==> config.mk <==
export PLATFORM = sky130hd
export DESIGN_NAME = dpm_probe_mux
export DESIGN_NICKNAME = d
export VERILOG_FILES = /design/src/pkg/dpm_pkg.sv /design/src/hw/dpm_group_mux.sv /design/src/hw/dpm_probe_mux.sv
export VERILOG_INCLUDE_DIRS = /design/src /design/src/pkg
export SDC_FILE = /design/constraint.sdc
export NUM_CORES = 1
export LEC_CHECK = 0
export ABC_AREA = 1
export BUFFER_PORTS_ARGS = -buffer_cell sky130_fd_sc_hd__buf_2
export CAP_MARGIN = 15
export CORE_ASPECT_RATIO = 1.25
export CORE_UTILIZATION = 47
export CTS_BUF_LIST = sky130_fd_sc_hd__clkbuf_4 sky130_fd_sc_hd__clkbuf_8
export CTS_CLUSTER_SIZE = 40
export DETAILED_ROUTE_END_ITERATION = 6
export PLACE_DENSITY_LB_ADDON = 0.05
export RECOVER_POWER = 100
export SLEW_MARGIN = 25
export SYNTH_ARGS = -nofsm -noshare
export SYNTH_HDL_FRONTEND = slang
export SYNTH_SLANG_ARGS = --single-unit
==> constraint.sdc <==
create_clock -name CLOCK -period 1.6 [get_ports CLOCK]
set_input_delay 0.08 -clock CLOCK [delete_from_list [all_inputs] [get_ports CLOCK]]
set_output_delay 0.08 -clock CLOCK [all_outputs]
set_load 0.05 [all_outputs]
==> src/pkg/dpm_consts.svh <==
// Operation
// - timer group: running and expiration flags per timer
// - selection eight outputs carrier clock in groups
// - card mode 6..3: protocol detection flags
// - card mode 7,2,1,0: clkfail, eof, data, valid
// - transceive 7..4: prefetch, request, start, enable
// - transceive 3: wait expired; 2..0 state bits
// - receiver data 7..4: processor indications
// - receiver data 3..0: busy, active, reset, bitclk
// - receiver error 2,1,0,7 flags and combination
// - selection six: multi reception length over 28
// - pin chosen from upper nibble of position
// - pin codes: irq, gpo, aux two, aux one
// - two dac values on auxiliary pins
// - aux two input at startup; high enters download
// - after boot idle with aux two low, aux two becomes output
// - first parameter byte selects signal group code
// - low nibble signal, high nibble pin
// - output only when test bus enable set
`ifndef DPM_CONSTS_SVH
`define DPM_CONSTS_SVH
// ==========================================
// register offsets
`define DPM_ADDR_DIGITAL    12'h000
`define DPM_ADDR_ANALOG     12'h004
`define DPM_ADDR_CONTROL    12'h008
`define DPM_ADDR_STATUS     12'h00c
// ==========================================
// group codes
`define DPM_GRP_CLOCK       8'h01
`define DPM_GRP_TXENC       8'h1b
`define DPM_GRP_TIMER       8'h1d
`define DPM_GRP_CARD        8'h30
`define DPM_GRP_TRX         8'h58
`define DPM_GRP_RXDATA      8'h70
`define DPM_GRP_RXERR       8'h73
// ==========================================
// selections and pins
`define DPM_SEL_CARRIER     4'h8
`define DPM_PIN_IRQ         4'h0
`define DPM_PIN_GPO         4'h1
`define DPM_PIN_AUXILIARY_PIN_TWO        4'h2
`define DPM_PIN_AUXILIARY_PIN_ONE        4'h3
`define DPM_PIN_LAST        4'h3
`define DPM_LEN_LIMIT       8'h1c
`define DPM_ROUTE_RESET     16'h0000
`endif

==> src/pkg/dpm_pkg.sv <==
package dpm_pkg;
   typedef enum logic [2:0]
   {
      DPM_BOOT     = 3'b001,
      DPM_RUN      = 3'b010,
      DPM_DOWNLOAD = 3'b100
   } dpm_boot_t;
endpackage

==> src/hw/dpm_group_mux.sv <==
`timescale 1ns/1ps
`default_nettype none
`include "dpm_consts.svh"
module dpm_group_mux
(
   input  wire logic       clk,
   input  wire logic       rst,
   input  wire logic [7:0] group_code,
   input  wire logic [3:0] sel,
   input  wire logic       carrier,
   input  wire logic [7:0] tmr_bus,
   input  wire logic [7:0] card_bus,
   input  wire logic [7:0] trx_bus,
   input  wire logic [7:0] rxd_bus,
   input  wire logic [7:0] rxe_bus,
   input  wire logic [7:0] clk_bus,
   input  wire logic [7:0] txe_bus,
   output logic            sig_out
);
   import dpm_pkg::*;
   logic [7:0] grp;
   logic       valid_grp;
   logic       sig_next;
   logic       sig_reg;
   always_comb
   begin
      valid_grp = 1'b1;
      case (group_code)
         `DPM_GRP_CLOCK  : grp = clk_bus;
         `DPM_GRP_TXENC  : grp = txe_bus & 8'h03;
         `DPM_GRP_TIMER  : grp = tmr_bus & 8'hfc;
         `DPM_GRP_CARD   : grp = card_bus;
         `DPM_GRP_TRX    : grp = trx_bus;
         `DPM_GRP_RXDATA : grp = rxd_bus;
         `DPM_GRP_RXERR  : grp = rxe_bus & 8'hc7;
         default :
         begin
            grp       = 8'h00;
            valid_grp = 1'b0;
         end
      endcase
      if (!valid_grp)
         sig_next = 1'b0;
      else if (sel == `DPM_SEL_CARRIER)
         sig_next = carrier;
      else if (sel[3])
         sig_next = 1'b0;
      else
         sig_next = grp[sel[2:0]];
   end
   // registered so the pin sees one clean edge per clock
   always_ff @(posedge clk)
   begin
      if (rst)
         sig_reg <= 1'b0;
      else
         sig_reg <= sig_next;
   end
   assign sig_out = sig_reg;
endmodule // dpm_group_mux
`default_nettype wire

==> src/hw/dpm_probe_mux.sv <==
`timescale 1ns/1ps
`default_nettype none
`include "dpm_consts.svh"
module dpm_probe_mux
(
   input  wire logic        CLOCK,
   input  wire logic        RESET,
   input  wire logic [11:0] PADDR,
   input  wire logic        PSEL,
   input  wire logic        PENABLE,
   input  wire logic        PWRITE,
   input  wire logic [31:0] PWDATA,
   output logic [31:0]      PRDATA,
   output logic             PREADY,
   output logic             PSLVERR,
   input  wire logic        TESTBUS_ENABLE,
   input  wire logic        IDLE_IRQ,
   input  wire logic        CARRIER_CLK,
   input  wire logic [7:0]  CLOCK_GROUP,
   input  wire logic [7:0]  TXENC_GROUP,
   input  wire logic [2:0]  TIMER_RUNNING,
   input  wire logic [2:0]  TIMER_EXPIRED,
   input  wire logic        CARD_CLK_FAIL,
   input  wire logic        CARD_TYPEA_DET,
   input  wire logic        CARD_212_DET,
   input  wire logic        CARD_424_DET,
   input  wire logic        CARD_TYPEB_DET,
   input  wire logic        CARD_EOF_DET,
   input  wire logic        CARD_DATA,
   input  wire logic        CARD_DATA_VALID,
   input  wire logic        TRX_PREFETCH_DONE,
   input  wire logic        TRX_PREFETCH_REQ,
   input  wire logic        TRX_TX_START,
   input  wire logic        TRX_RX_ENABLE,
   input  wire logic        TRX_WAIT_EXPIRED,
   input  wire logic [2:0]  TRX_STATE,
   input  wire logic        SP_COLLISION,
   input  wire logic        SP_END_OF_DATA,
   input  wire logic        SP_DATA_VALID,
   input  wire logic        SP_DATA,
   input  wire logic        RX_BUSY,
   input  wire logic        RX_ACTIVE,
   input  wire logic        RX_CHAIN_RESET,
   input  wire logic        RX_BIT_CLK,
   input  wire logic        ERR_COLLISION,
   input  wire logic        ERR_PROTOCOL,
   input  wire logic        ERR_INTEGRITY,
   input  wire logic        MULTI_RECEPTION,
   input  wire logic [7:0]  FRAME_SIZE_BYTE,
   input  wire logic [7:0]  DAC_SOURCE_A,
   input  wire logic [7:0]  DAC_SOURCE_B,
   input  wire logic        AUX_TWO_IN,
   output logic             AUX_TWO_OUT,
   output logic             AUX_TWO_OE_N,
   output logic             IRQ_PIN_OUT,
   output logic             GENERAL_OUTPUT_ONE,
   output logic             AUX_ONE_OUT,
   output logic [7:0]       DAC_ONE_CODE,
   output logic [7:0]       DAC_TWO_CODE,
   output logic             ANALOG_ACTIVE,
   output logic             DOWNLOAD_MODE
);
   import dpm_pkg::*;
   // ==========================================
   // configuration state
   logic [15:0] route_reg, route_next;
   logic [15:0] ana_reg, ana_next;
   logic [1:0]  ctl_reg, ctl_next;
   dpm_boot_t   boot_reg, boot_next;
   logic [31:0] rdata_reg, rdata_next;
   logic        wr_acc;
   logic        rd_acc;
   logic        map_hit;
   logic        probe_sig;
   logic [7:0]  rxe_bus;
   logic        routed;
   logic [3:0]  pin_sel;
   logic [7:0]  dac_a_src, dac_a_next, dac_b_next;
   logic [7:0]  dac1_reg, dac2_reg;
   assign wr_acc  = PSEL & PENABLE & PWRITE;
   assign rd_acc  = PSEL & ~PWRITE & ~PENABLE;
   assign map_hit = (PADDR == `DPM_ADDR_DIGITAL) || (PADDR == `DPM_ADDR_ANALOG)
                 || (PADDR == `DPM_ADDR_CONTROL) || (PADDR == `DPM_ADDR_STATUS);
   always_comb
   begin
      route_next = route_reg;
      ana_next   = ana_reg;
      ctl_next   = ctl_reg;
      if (wr_acc && PADDR == `DPM_ADDR_DIGITAL)
         route_next = PWDATA[15:0];
      if (wr_acc && PADDR == `DPM_ADDR_ANALOG)
         ana_next = PWDATA[15:0];
      if (wr_acc && PADDR == `DPM_ADDR_CONTROL)
         ctl_next = PWDATA[1:0];
      rdata_next = rdata_reg;
      if (rd_acc)
      begin
         case (PADDR)
            `DPM_ADDR_DIGITAL : rdata_next = {16'h0000, route_reg};
            `DPM_ADDR_ANALOG  : rdata_next = {16'h0000, ana_reg};
            `DPM_ADDR_CONTROL : rdata_next = {30'h0, ctl_reg};
            `DPM_ADDR_STATUS  : rdata_next = {29'h0, boot_reg};
            default           : rdata_next = 32'h00000000;
         endcase
      end
   end
   // ==========================================
   // boot sequencing of the shared pin
   always_comb
   begin
      boot_next = boot_reg;
      case (boot_reg)
         DPM_BOOT :
            if (IDLE_IRQ)
               boot_next = AUX_TWO_IN ? DPM_DOWNLOAD : DPM_RUN;
         DPM_RUN      : boot_next = DPM_RUN;
         DPM_DOWNLOAD : boot_next = DPM_DOWNLOAD;  // left only by reset
         default      : boot_next = DPM_BOOT;
      endcase
   end
   always_ff @(posedge CLOCK)
   begin
      if (RESET)
      begin
         route_reg <= `DPM_ROUTE_RESET;
         ana_reg   <= `DPM_ROUTE_RESET;
         ctl_reg   <= 2'h0;
         boot_reg  <= DPM_BOOT;
         rdata_reg <= 32'h00000000;
         dac1_reg  <= 8'h00;
         dac2_reg  <= 8'h00;
      end
      else
      begin
         route_reg <= route_next;
         ana_reg   <= ana_next;
         ctl_reg   <= ctl_next;
         boot_reg  <= boot_next;
         rdata_reg <= rdata_next;
         dac1_reg  <= dac_a_next;
         dac2_reg  <= dac_b_next;
      end
   end
   // ==========================================
   // signal group selection
   always_comb
   begin
      rxe_bus    = 8'h00;
      rxe_bus[7] = ERR_INTEGRITY | ERR_PROTOCOL | ERR_COLLISION;
      rxe_bus[6] = MULTI_RECEPTION & (FRAME_SIZE_BYTE > `DPM_LEN_LIMIT);
      rxe_bus[2] = ERR_COLLISION;
      rxe_bus[1] = ERR_PROTOCOL;
      rxe_bus[0] = ERR_INTEGRITY;
   end
   dpm_group_mux u_group
   (
      .clk        (CLOCK),
      .rst        (RESET),
      .group_code (route_reg[15:8]),
      .sel        (route_reg[3:0]),
      .carrier    (CARRIER_CLK),
      .tmr_bus    ({TIMER_RUNNING[0], TIMER_EXPIRED[0], TIMER_RUNNING[1],
                    TIMER_EXPIRED[1], TIMER_RUNNING[2], TIMER_EXPIRED[2], 2'b00}),
      .card_bus   ({CARD_CLK_FAIL, CARD_TYPEA_DET, CARD_212_DET, CARD_424_DET,
                    CARD_TYPEB_DET, CARD_EOF_DET, CARD_DATA, CARD_DATA_VALID}),
      .trx_bus    ({TRX_PREFETCH_DONE, TRX_PREFETCH_REQ, TRX_TX_START,
                    TRX_RX_ENABLE, TRX_WAIT_EXPIRED, TRX_STATE}),
      .rxd_bus    ({SP_COLLISION, SP_END_OF_DATA, SP_DATA_VALID, SP_DATA,
                    RX_BUSY, RX_ACTIVE, RX_CHAIN_RESET, RX_BIT_CLK}),
      .rxe_bus    (rxe_bus),
      .clk_bus    (CLOCK_GROUP),
      .txe_bus    (TXENC_GROUP),
      .sig_out    (probe_sig)
   );
   // ==========================================
   // pin routing; analog mode claims both auxiliary pins
   assign pin_sel = route_reg[7:4];
   assign routed  = TESTBUS_ENABLE & ~ctl_reg[0];
   assign dac_a_src  = DAC_SOURCE_A;
   assign dac_a_next = (TESTBUS_ENABLE & ctl_reg[0] & ana_reg[0]) ? dac_a_src : 8'h00;
   assign dac_b_next = (TESTBUS_ENABLE & ctl_reg[0] & ana_reg[8]) ? DAC_SOURCE_B : 8'h00;
   assign IRQ_PIN_OUT        = routed & (pin_sel == `DPM_PIN_IRQ)  & probe_sig;
   assign GENERAL_OUTPUT_ONE = routed & (pin_sel == `DPM_PIN_GPO)  & probe_sig;
   assign AUX_ONE_OUT        = routed & (pin_sel == `DPM_PIN_AUXILIARY_PIN_ONE) & probe_sig;
   assign AUX_TWO_OUT        = routed & (pin_sel == `DPM_PIN_AUXILIARY_PIN_TWO) & probe_sig
                             & (boot_reg == DPM_RUN);
   // pin stays an input unless boot ends in run, so the strap is never fought
   assign AUX_TWO_OE_N  = (boot_reg != DPM_RUN);
   assign DAC_ONE_CODE  = dac1_reg;
   assign DAC_TWO_CODE  = dac2_reg;
   assign ANALOG_ACTIVE = TESTBUS_ENABLE & ctl_reg[0];
   assign DOWNLOAD_MODE = (boot_reg == DPM_DOWNLOAD);
   // ==========================================
   // bus answer
   assign PRDATA  = rdata_reg;
   assign PREADY  = 1'b1;
   assign PSLVERR = PSEL & PENABLE & ~map_hit;
endmodule // dpm_probe_mux
`default_nettype wire

==> impl_metrics.toml, run 1 <==
[synthesis]
netlist_area_um2 = 3540
yosys_warnings = 0
yosysSeqAreaShare = 0.396
synth_cells = 508
ys_ff_latch = 70
synth_cell_types = 31
avgSynthCellArea_um2 = 6.97

[cts]
cts_tree = "done"
clock_sinks = 70
path_clk_slew_ns = 0.07
root_buffer = "clkbuf_8"
numCtsBuffers = 9
clkLatencyLatePin_ns = 0.34
htreeDepth = 3
clockBufferDepth = 2

[sta]
setup_violations = 0
final.setup_skew_ns = 0.0105
fin_crit_ns = 1.57
rsz0062_at_grt = "true"
tightestPinTransition_ns = 0.614
period_share = 0.981
worst_slack_ns = 0.0298
fmax_mhz = 637
hold_viol_final = 0
relSlewSlack = 0.592
drv_slew = 0

[global_route]
grt_max_degree = 38
overflow = 0
grt_pass1_wl_mm = 15.7
antenna_found_initial = 0
grt_pass1_vias = 3612
gr-usage-all-layers = 0.253

[worst_hold_path]
worstHoldPathType = "input port to flop"

[critical_path]
startpoint_type = "flop"
slowest_delay_ns = 0.33
crit_type = "flop to flop"
cp_num_buf_inv = 3
required_ns = 1.86
arrival_ns = 1.83
critPathTopFamily = "simple AND/OR/NAND/NOR gates"
critPathMaxFanout = 4
worstPathCellList = "inv_2 > nand2_2 > nor2_4 > clkbuf_2 > buf_4 > nand2_1 > and3_1 > a41o_1 > a21oi_2"
slowest_stage = "dfxtp_1"
end_kind = "flop"

[routing]
drt-initial-drc-count = 161
wl_mm = 9.91
wl_per_cell_um = 12.7
route.detailed.drc = 0
vias_per_cell = 4.95
antenna_left = 0
drt_pass1_iterations = 4
vias = 3856

[placed_design]
place_ws_ns = -0.0244
hpwl_mm = 7.00
placed_area_um2 = 4280
gp_congestion = 0.836
port_buffers = 144

[die]
die_y_um = 99.0
core.rowCount = 35
initial_core_util = 0.484
ioPinCount = 184
core_um2 = 7310
die_area_um2 = 7880
die_w_um = 79.6

[layout]
syn_to_final_growth_pct = 33.8
final_common_cell = "buf_2"
n_antenna_cell = 0
fin_area_um2 = 4730
drive_gt1_frac = 0.265
mostFrequentLayoutCells = "buf_2, nand2_1, dfxtp_1"
nets = 809

[power]
p_comb_frac = 0.115
powerDensity_nw_per_um2 = 763
worst_ir_drop_vdd_mv = 0.722
p_leak_uw = 0.00209
p_sw_uw = 946
internal-power_uw = 2670
seqPwrFrac = 0.489
clockPowerShare = 0.396
switching_share = 0.262

[run]
maxCapViolCount = 0

[status]
status = "completed"
Yosys cell counts, drive strengths merged:
| library cell | count | area share |
|---|---|---|
| a41o | 1 | 0.0028 |
| conb | 2 | 0.0021 |
| nand3 | 52 | 0.074 |
| nor2 | 62 | 0.087 |
| nor3 | 5 | 0.0071 |
| clkbuf | 8 | 0.0088 |
| buf | 26 | 0.056 |
| nand3b | 1 | 0.0021 |
| nand2 | 89 | 0.10 |
| dfxtp | 70 | 0.40 |
| clkinv | 1 | 0.0011 |
| o22ai | 18 | 0.032 |
| and3 | 1 | 0.0018 |
| a21oi | 53 | 0.076 |
| o221ai | 1 | 0.0025 |
| inv | 71 | 0.075 |
| a31oi | 1 | 0.0018 |
| o21ai | 38 | 0.054 |
| nor4 | 4 | 0.0088 |
| nand4 | 4 | 0.011 |
worst reg2reg max path, stage by stage (launching register included):
cell and delay (ns):
dfxtp_1 0.33, inv_2 0.09, nand2_2 0.12, nor2_4 0.13, clkbuf_2 0.18, buf_4 0.13
nand2_1 0.04, and3_1 0.17, a41o_1 0.21, a21oi_2 0.12
layout make-up:
cell class / instances / area, µm²
Clock inverter: 6 / 70.1
Inverter: 72 / 270
Clock buffer: 10 / 131
Sequential cell: 70 / 1400
Tap cell: 92 / 115
Timing Repair Buffer: 180 / 1010
Fill cell: 702 / 2580
Multi-Input combinational cell: 349 / 1740
final timing paths:
check	slack, ns	from	to	depth (start not counted)
worst max-delay path	0.03	route_reg[13]	u_group.sig_out	9
worst min-delay path	0.02	AUX_TWO_IN	boot_reg[2]	3
worst max register to register	0.03	route_reg[13]	u_group.sig_out	9
worst min register to register	0.45	ana_reg[5]	ana_reg[5]	2
routing by layer:
layer,wire [µm],global-route usage
met2,5080,0.462
met1,3990,0.290
met3,731,0.0426
met4,104,0.0881
met5,0,0
metrics by stage:
step	hold WS [ns]	power (µW)	util	cells	setup TNS (ns)
global route	0.0182	3760	0.647	779	-0.133
detailed placement	0.300	2190	0.585	734	-0.159
finish	0.0171	3610	0.647	779	0
floorplan	0.192	2050	-	523	-1.23
CTS	0.00872	3650	0.641	769	0
global placement	0.294	2180	0.585	734	0
timing repair:
action	4_1_cts	5_1_grt
gates resized for setup	4	12
endpoints found under the setup margin	5	3
pin swaps	4	7
endpoints found under the hold margin	16	0
buffers inserted	3	8
gates cloned	0	2
hold buffers	16	0
power by group through the flow:
stage | registers, µW | logic (µW) | clock network (µW)
2_1_floorplan | 1810 | 245 | 0
3_3_place_gp | 1810 | 377 | 0
3_5_place_dp | 1810 | 382 | 0
4_1_cts | 1770 | 415 | 1470
5_1_grt | 1770 | 458 | 1530
6_report | 1770 | 415 | 1430
kinds of logic (layout without fill, tap and decap cells):
group	count (synthesis)	in the layout	synth area share
simple gates	218	220	0.292
other cells	2	17	0.00212
compound gates	112	112	0.169
buf+inv	106	268	0.141
flops	70	70	0.396
No activity file was read; power rests on OpenSTA's default activity.
==> inputs of run 2 (changes only) <==
RECOVER_POWER = unset   (was 100)
==> run 2 against run 1 <==
Register-to-register slack is essentially flat. Cell area grew 1.3%. Flip-flop and latch count is the same. Die area is the same. First-iteration DRC count shrank 5.0%. Via count shrank 0.41%. Clock skew shrank 0.0015 ns. Combinational power is essentially flat. Power grew 0.15%. Sequential share of layout area shrank 0.39 points. Largest power group unchanged. Highest routed layer unchanged.
==> impl_metrics.toml, run 2 (same netlist as run 1, synthesis figures left out) <==
[status]
status = "completed"

[cts]
clockBufferDepth = 2
htreeDepth = 3
clkLatencyLatePin_ns = 0.34
clock_sinks = 70
cts_tree = "done"
path_clk_slew_ns = 0.07
root_buffer = "clkbuf_8"
numCtsBuffers = 9

[sta]
rsz0062_at_grt = "true"
fin_crit_ns = 1.58
final.setup_skew_ns = 0.00908
drv_slew = 0
whs_ns = 0.0169
setup_violations = 0
relSlewSlack = 0.653
tightestPinTransition_ns = 0.519
period_share = 0.987
fmax_mhz = 633
hold_viol_final = 0

[power]
worst_ir_drop_vdd_mv = 0.724
powerDensity_nw_per_um2 = 754
p_leak_uw = 0.00224

[layout]
syn_to_final_growth_pct = 35.5
drive_gt1_frac = 0.319
mostFrequentLayoutCells = "buf_2, nand2_1, dfxtp_1"
nets = 809
fin_area_um2 = 4800
n_antenna_cell = 0
final_common_cell = "buf_2"
fin_util = 0.656

[critical_path]
r2r-start = "route_reg[13]"
startpoint_type = "flop"
critPathMaxFanout = 4
reg2reg_setup_slack_ns = 0.02
end_kind = "flop"
required_ns = 1.86
arrival_ns = 1.84
crit_type = "flop to flop"
crit_start = "route_reg[13]"

[global_route]
overflow = 0
grt_pass1_wl_mm = 15.7
antenna_found_initial = 0
gr-usage-all-layers = 0.253
grt_pass1_vias = 3612
grt_max_degree = 38

[routing]
antenna_left = 0
drt_pass1_iterations = 4
wl_mm = 9.85
wl_per_cell_um = 12.6
drt-initial-drc-count = 153
vias_per_cell = 4.93
vias = 3840
route.detailed.drc = 0

[die]
die_w_um = 79.6
ioPinCount = 184
core_um2 = 7310
initial_core_util = 0.484
core.rowCount = 35
die_area_um2 = 7880
die_y_um = 99.0

[placed_design]
hpwl_mm = 7.00
port_buffers = 144
gp_congestion = 0.836
placed_area_um2 = 4280

[worst_hold_path]
min_from = "AUX_TWO_IN"
worstHoldPathType = "input port to flop"

[run]
maxCapViolCount = 0
-- run 2: layout make-up --
| cell class | count | area (µm²) |
|---|---|---|
| Sequential cell | 70 | 1400 |
| Multi-Input combinational cell | 349 | 1750 |
| Inverter | 72 | 270 |
| Tap cell | 92 | 115 |
| Fill cell | 672 | 2520 |
| Clock inverter | 6 | 70.1 |
| Clock buffer | 10 | 131 |
| Timing Repair Buffer | 180 | 1050 |
-- run 2: what timing repair did --
item                       in CTS  in global routing
hold endpoints to repair       16                  0
buffers inserted                3                  8
hold buffers                   16                  0
setup endpoints to repair       5                  3
gates resized for setup         4                 12
pin swaps                       4                  7
gates cloned                    0                  2
-- run 2: critical path, stage by stage, from the launching register on --
cell and delay, ns:
dfxtp_1 0.33, inv_2 0.09, nand2_2 0.12, nor2_4 0.13, clkbuf_2 0.18, buf_4 0.13, nand2_1 0.04, and3_1 0.17
a41o_1 0.21, a21oi_2 0.12
-- run 2: worst paths after layout --
kind	to	cells past startpoint
worst min-delay path	boot_reg[1]	4
worst min register to register	ana_reg[5]	2
worst max-delay path	u_group.sig_out	9
worst max register to register	u_group.sig_out	9
-- run 2: through the flow --
stage	cells	power (µW)	setup TNS, ns	setup slack (ns)
4_1_cts	769	3650	0	0.00224
5_1_grt	779	3760	-0.106	-0.106
3_5_place_dp	734	2190	-0.159	-0.0244
3_3_place_gp	734	2180	0	0.0129
6_report	779	3620	0	0.0206
2_1_floorplan	523	2050	-1.23	-0.484
-- run 2: report_power, final --
part | switching, µW | internal [µW]
registers | 12.0 | 1760
logic | 254 | 163
clock network | 684 | 748
-- run 2: routing by layer --
metal / part of all wire / vias to the layer above / global-route usage
met4: 0.0078 / 0 / 0.0881
met5: 0 / - / 0
met1: 0.41 / 1725 / 0.290
met2: 0.52 / 134 / 0.462
met3: 0.060 / 8 / 0.0426
li1: - / 1973 / -
==> inputs of run 3 (changes only) <==
CELL_PAD_IN_SITES_DETAIL_PLACEMENT = 2   (was unset)
CELL_PAD_IN_SITES_GLOBAL_PLACEMENT = 2   (was unset)
CORE_UTILIZATION = 23   (was 47)
==> run 3 against run 2 <==
Flip-flop and latch count is the same. Core utilization shrank 30 points. Worst hold slack gained 0.0095 ns. Routed wire length grew 43%. Clock power grew 24%. Sequential share of layout area shrank 3.0 points. Via count grew 6.5%. Critical path depth grew 3. Fmax grew 0.34%. Clock skew is essentially flat. Largest cell class unchanged. Sequential power is essentially flat. First-iteration DRC count shrank 34%.
==> impl_metrics.toml, run 3 (same netlist as run 1, synthesis figures left out) <==
[status]
status = "completed"

[routing]
wl_mm = 14.1
vias_per_cell = 4.56
antenna_left = 0
drt_pass1_iterations = 4
wl_per_cell_um = 15.7
vias = 4091
route.detailed.drc = 0
drt-initial-drc-count = 101

[die]
core.rowCount = 50
die_area_um2 = 15900
die_y_um = 141
die_w_um = 113
core_um2 = 15000
initial_core_util = 0.236
ioPinCount = 184

[worst_hold_path]
worstHoldPathType = "input port to flop"
min_to = "route_reg[7]"
holdPathStages = 3
min_from = "PWDATA[7]"

[power]
p_comb_frac = 0.112
powerDensity_nw_per_um2 = 740
p_sw_uw = 991
clockPowerShare = 0.445
p_leak_uw = 0.00246
internal-power_uw = 3010
power_uw = 4000
seqPwrFrac = 0.443
switching_share = 0.248
worst_ir_drop_vdd_mv = 0.380

[critical_path]
slowest_stage = "dfxtp_2"
worstPathCellList = "inv_2 > nand2_4 > nor2_4 > clkbuf_16 > nand3_1 > nand2_1 > nor2_1 > nand3_1 > nand3_1 > nand3_2 > nand3_2 > a21oi_2"
end_kind = "flop"
critPathTopFamily = "simple AND/OR/NAND/NOR gates"
slowest_delay_ns = 0.33
cp_num_buf_inv = 2
reg2reg_to = "u_group.sig_out"
cp_common_cell = "nand3_1"
startpoint_type = "flop"
crit_type = "flop to flop"
required_ns = 1.89
reg2reg_setup_slack_ns = 0.03
critPathMaxFanout = 7
r2r-start = "route_reg[9]"
r2r_cells = 12
arrival_ns = 1.87

[run]
maxCapViolCount = 0

[global_route]
antenna_found_initial = 0
grt_pass1_wl_mm = 21.9
grt_pass1_vias = 4362
grt_max_degree = 33
overflow = 0
gr-usage-all-layers = 0.179

[sta]
fin_crit_ns = 1.57
setup_violations = 0
drv_slew = 0
hold_viol_final = 0
final.setup_skew_ns = 0.00917
whs_ns = 0.0264
rsz0062_at_grt = "true"
period_share = 0.984
fmax_mhz = 635
worst_slack_ns = 0.0258

[placed_design]
hpwl_mm = 10.3
port_buffers = 144
place_ws_ns = -0.0289
gp_congestion = 0.760

[layout]
final_common_cell = "buf_2"
fin_util = 0.360
drive_gt1_frac = 0.383
syn_to_final_growth_pct = 52.7
nets = 839
mostFrequentLayoutCells = "buf_2, nand2_1, dfxtp_1"
n_antenna_cell = 0

[cts]
cts_tree = "done"
htreeDepth = 3
clockBufferDepth = 2
clkLatencyLatePin_ns = 0.36
path_clk_slew_ns = 0.08
clock_sinks = 70
numCtsBuffers = 9
root_buffer = "clkbuf_8"
[run 3: cell count changes in the layout (fill, tap and decap cells not counted), sizes merged]
cell,before,now
buf,162,186
dlygate4sd3,16,22
bufinv,1,3
clkinvlp,3,1
inv,73,72
[run 3: area by class of cell]
cell class / instances / area, µm²
tap: 182 / 228
fill: 1816 / 9610
sequential: 70 / 1420
timing repair buffer: 210 / 1380
multi-input combinational: 349 / 1860
inverter: 72 / 278
clock buffer: 10 / 138
clock inverter: 5 / 106
[run 3: power groups by stage]
| stage | sequential [µW] | combinational [µW] | clock, µW |
|---|---|---|---|
| floorplan | 1810 | 245 | 0 |
| global placement | 1810 | 391 | 0 |
| detailed placement | 1810 | 403 | 0 |
| CTS | 1770 | 451 | 1860 |
| global route | 1770 | 496 | 1910 |
| finish | 1770 | 449 | 1780 |
[run 3: worst reg2reg max path, cell delays in order, from the launching register on]
cell and delay, ns:
dfxtp_2 0.33, inv_2 0.09, nand2_4 0.08, nor2_4 0.20, clkbuf_16 0.19, nand3_1 0.07
nand2_1 0.07, nor2_1 0.04, nand3_1 0.07, nand3_1 0.09, nand3_2 0.09, nand3_2 0.07
a21oi_2 0.13
[run 3: worst max-delay path by stage]
| stage | start | endpoint | slack (ns) | cells after the start |
|---|---|---|---|---|
| finish | route_reg[9] | u_group.sig_out | 0.03 | 12 |
| global route | route_reg[15] | u_group.sig_out | -0.07 | 12 |
| CTS | ctl_reg[0] | IRQ_PIN_OUT | -0.01 | 4 |
| detailed placement | route_reg[15] | u_group.sig_out | -0.03 | 12 |
| global placement | route_reg[15] | u_group.sig_out | 0.04 | 12 |
| floorplan | ctl_reg[0] | GENERAL_OUTPUT_ONE | -0.48 | 3 |
[run 3: layer usage]
layer / share of wire / wire length, µm / vias up / track usage
met5: 0 / 0 / - / 0
met4: 0.015 / 212 / 0 / 0.0602
met3: 0.038 / 539 / 15 / 0.0314
met2: 0.55 / 7760 / 102 / 0.350
met1: 0.40 / 5580 / 1945 / 0.190
li1: - / - / 2029 / -
[run 3: repair_timing]
action | 4_1_cts | 5_1_grt
setup endpoints to repair | 5 | 5
buffers inserted | 12 | 9
hold buffers | 22 | 0
pin swaps | 9 | 24
hold endpoints to repair | 25 | 0
cloned | 1 | 3
gates resized for setup | 19 | 44
[run 3: metrics by stage]
stage | setup TNS (ns) | cell area [µm²] | instances
floorplan | -1.23 | 3610 | 523
global placement | 0 | 4520 | 836
detailed placement | -0.0289 | 4520 | 836
CTS | -0.0106 | 5130 | 886
global route | -0.203 | 5400 | 898
finish | 0 | 5400 | 898
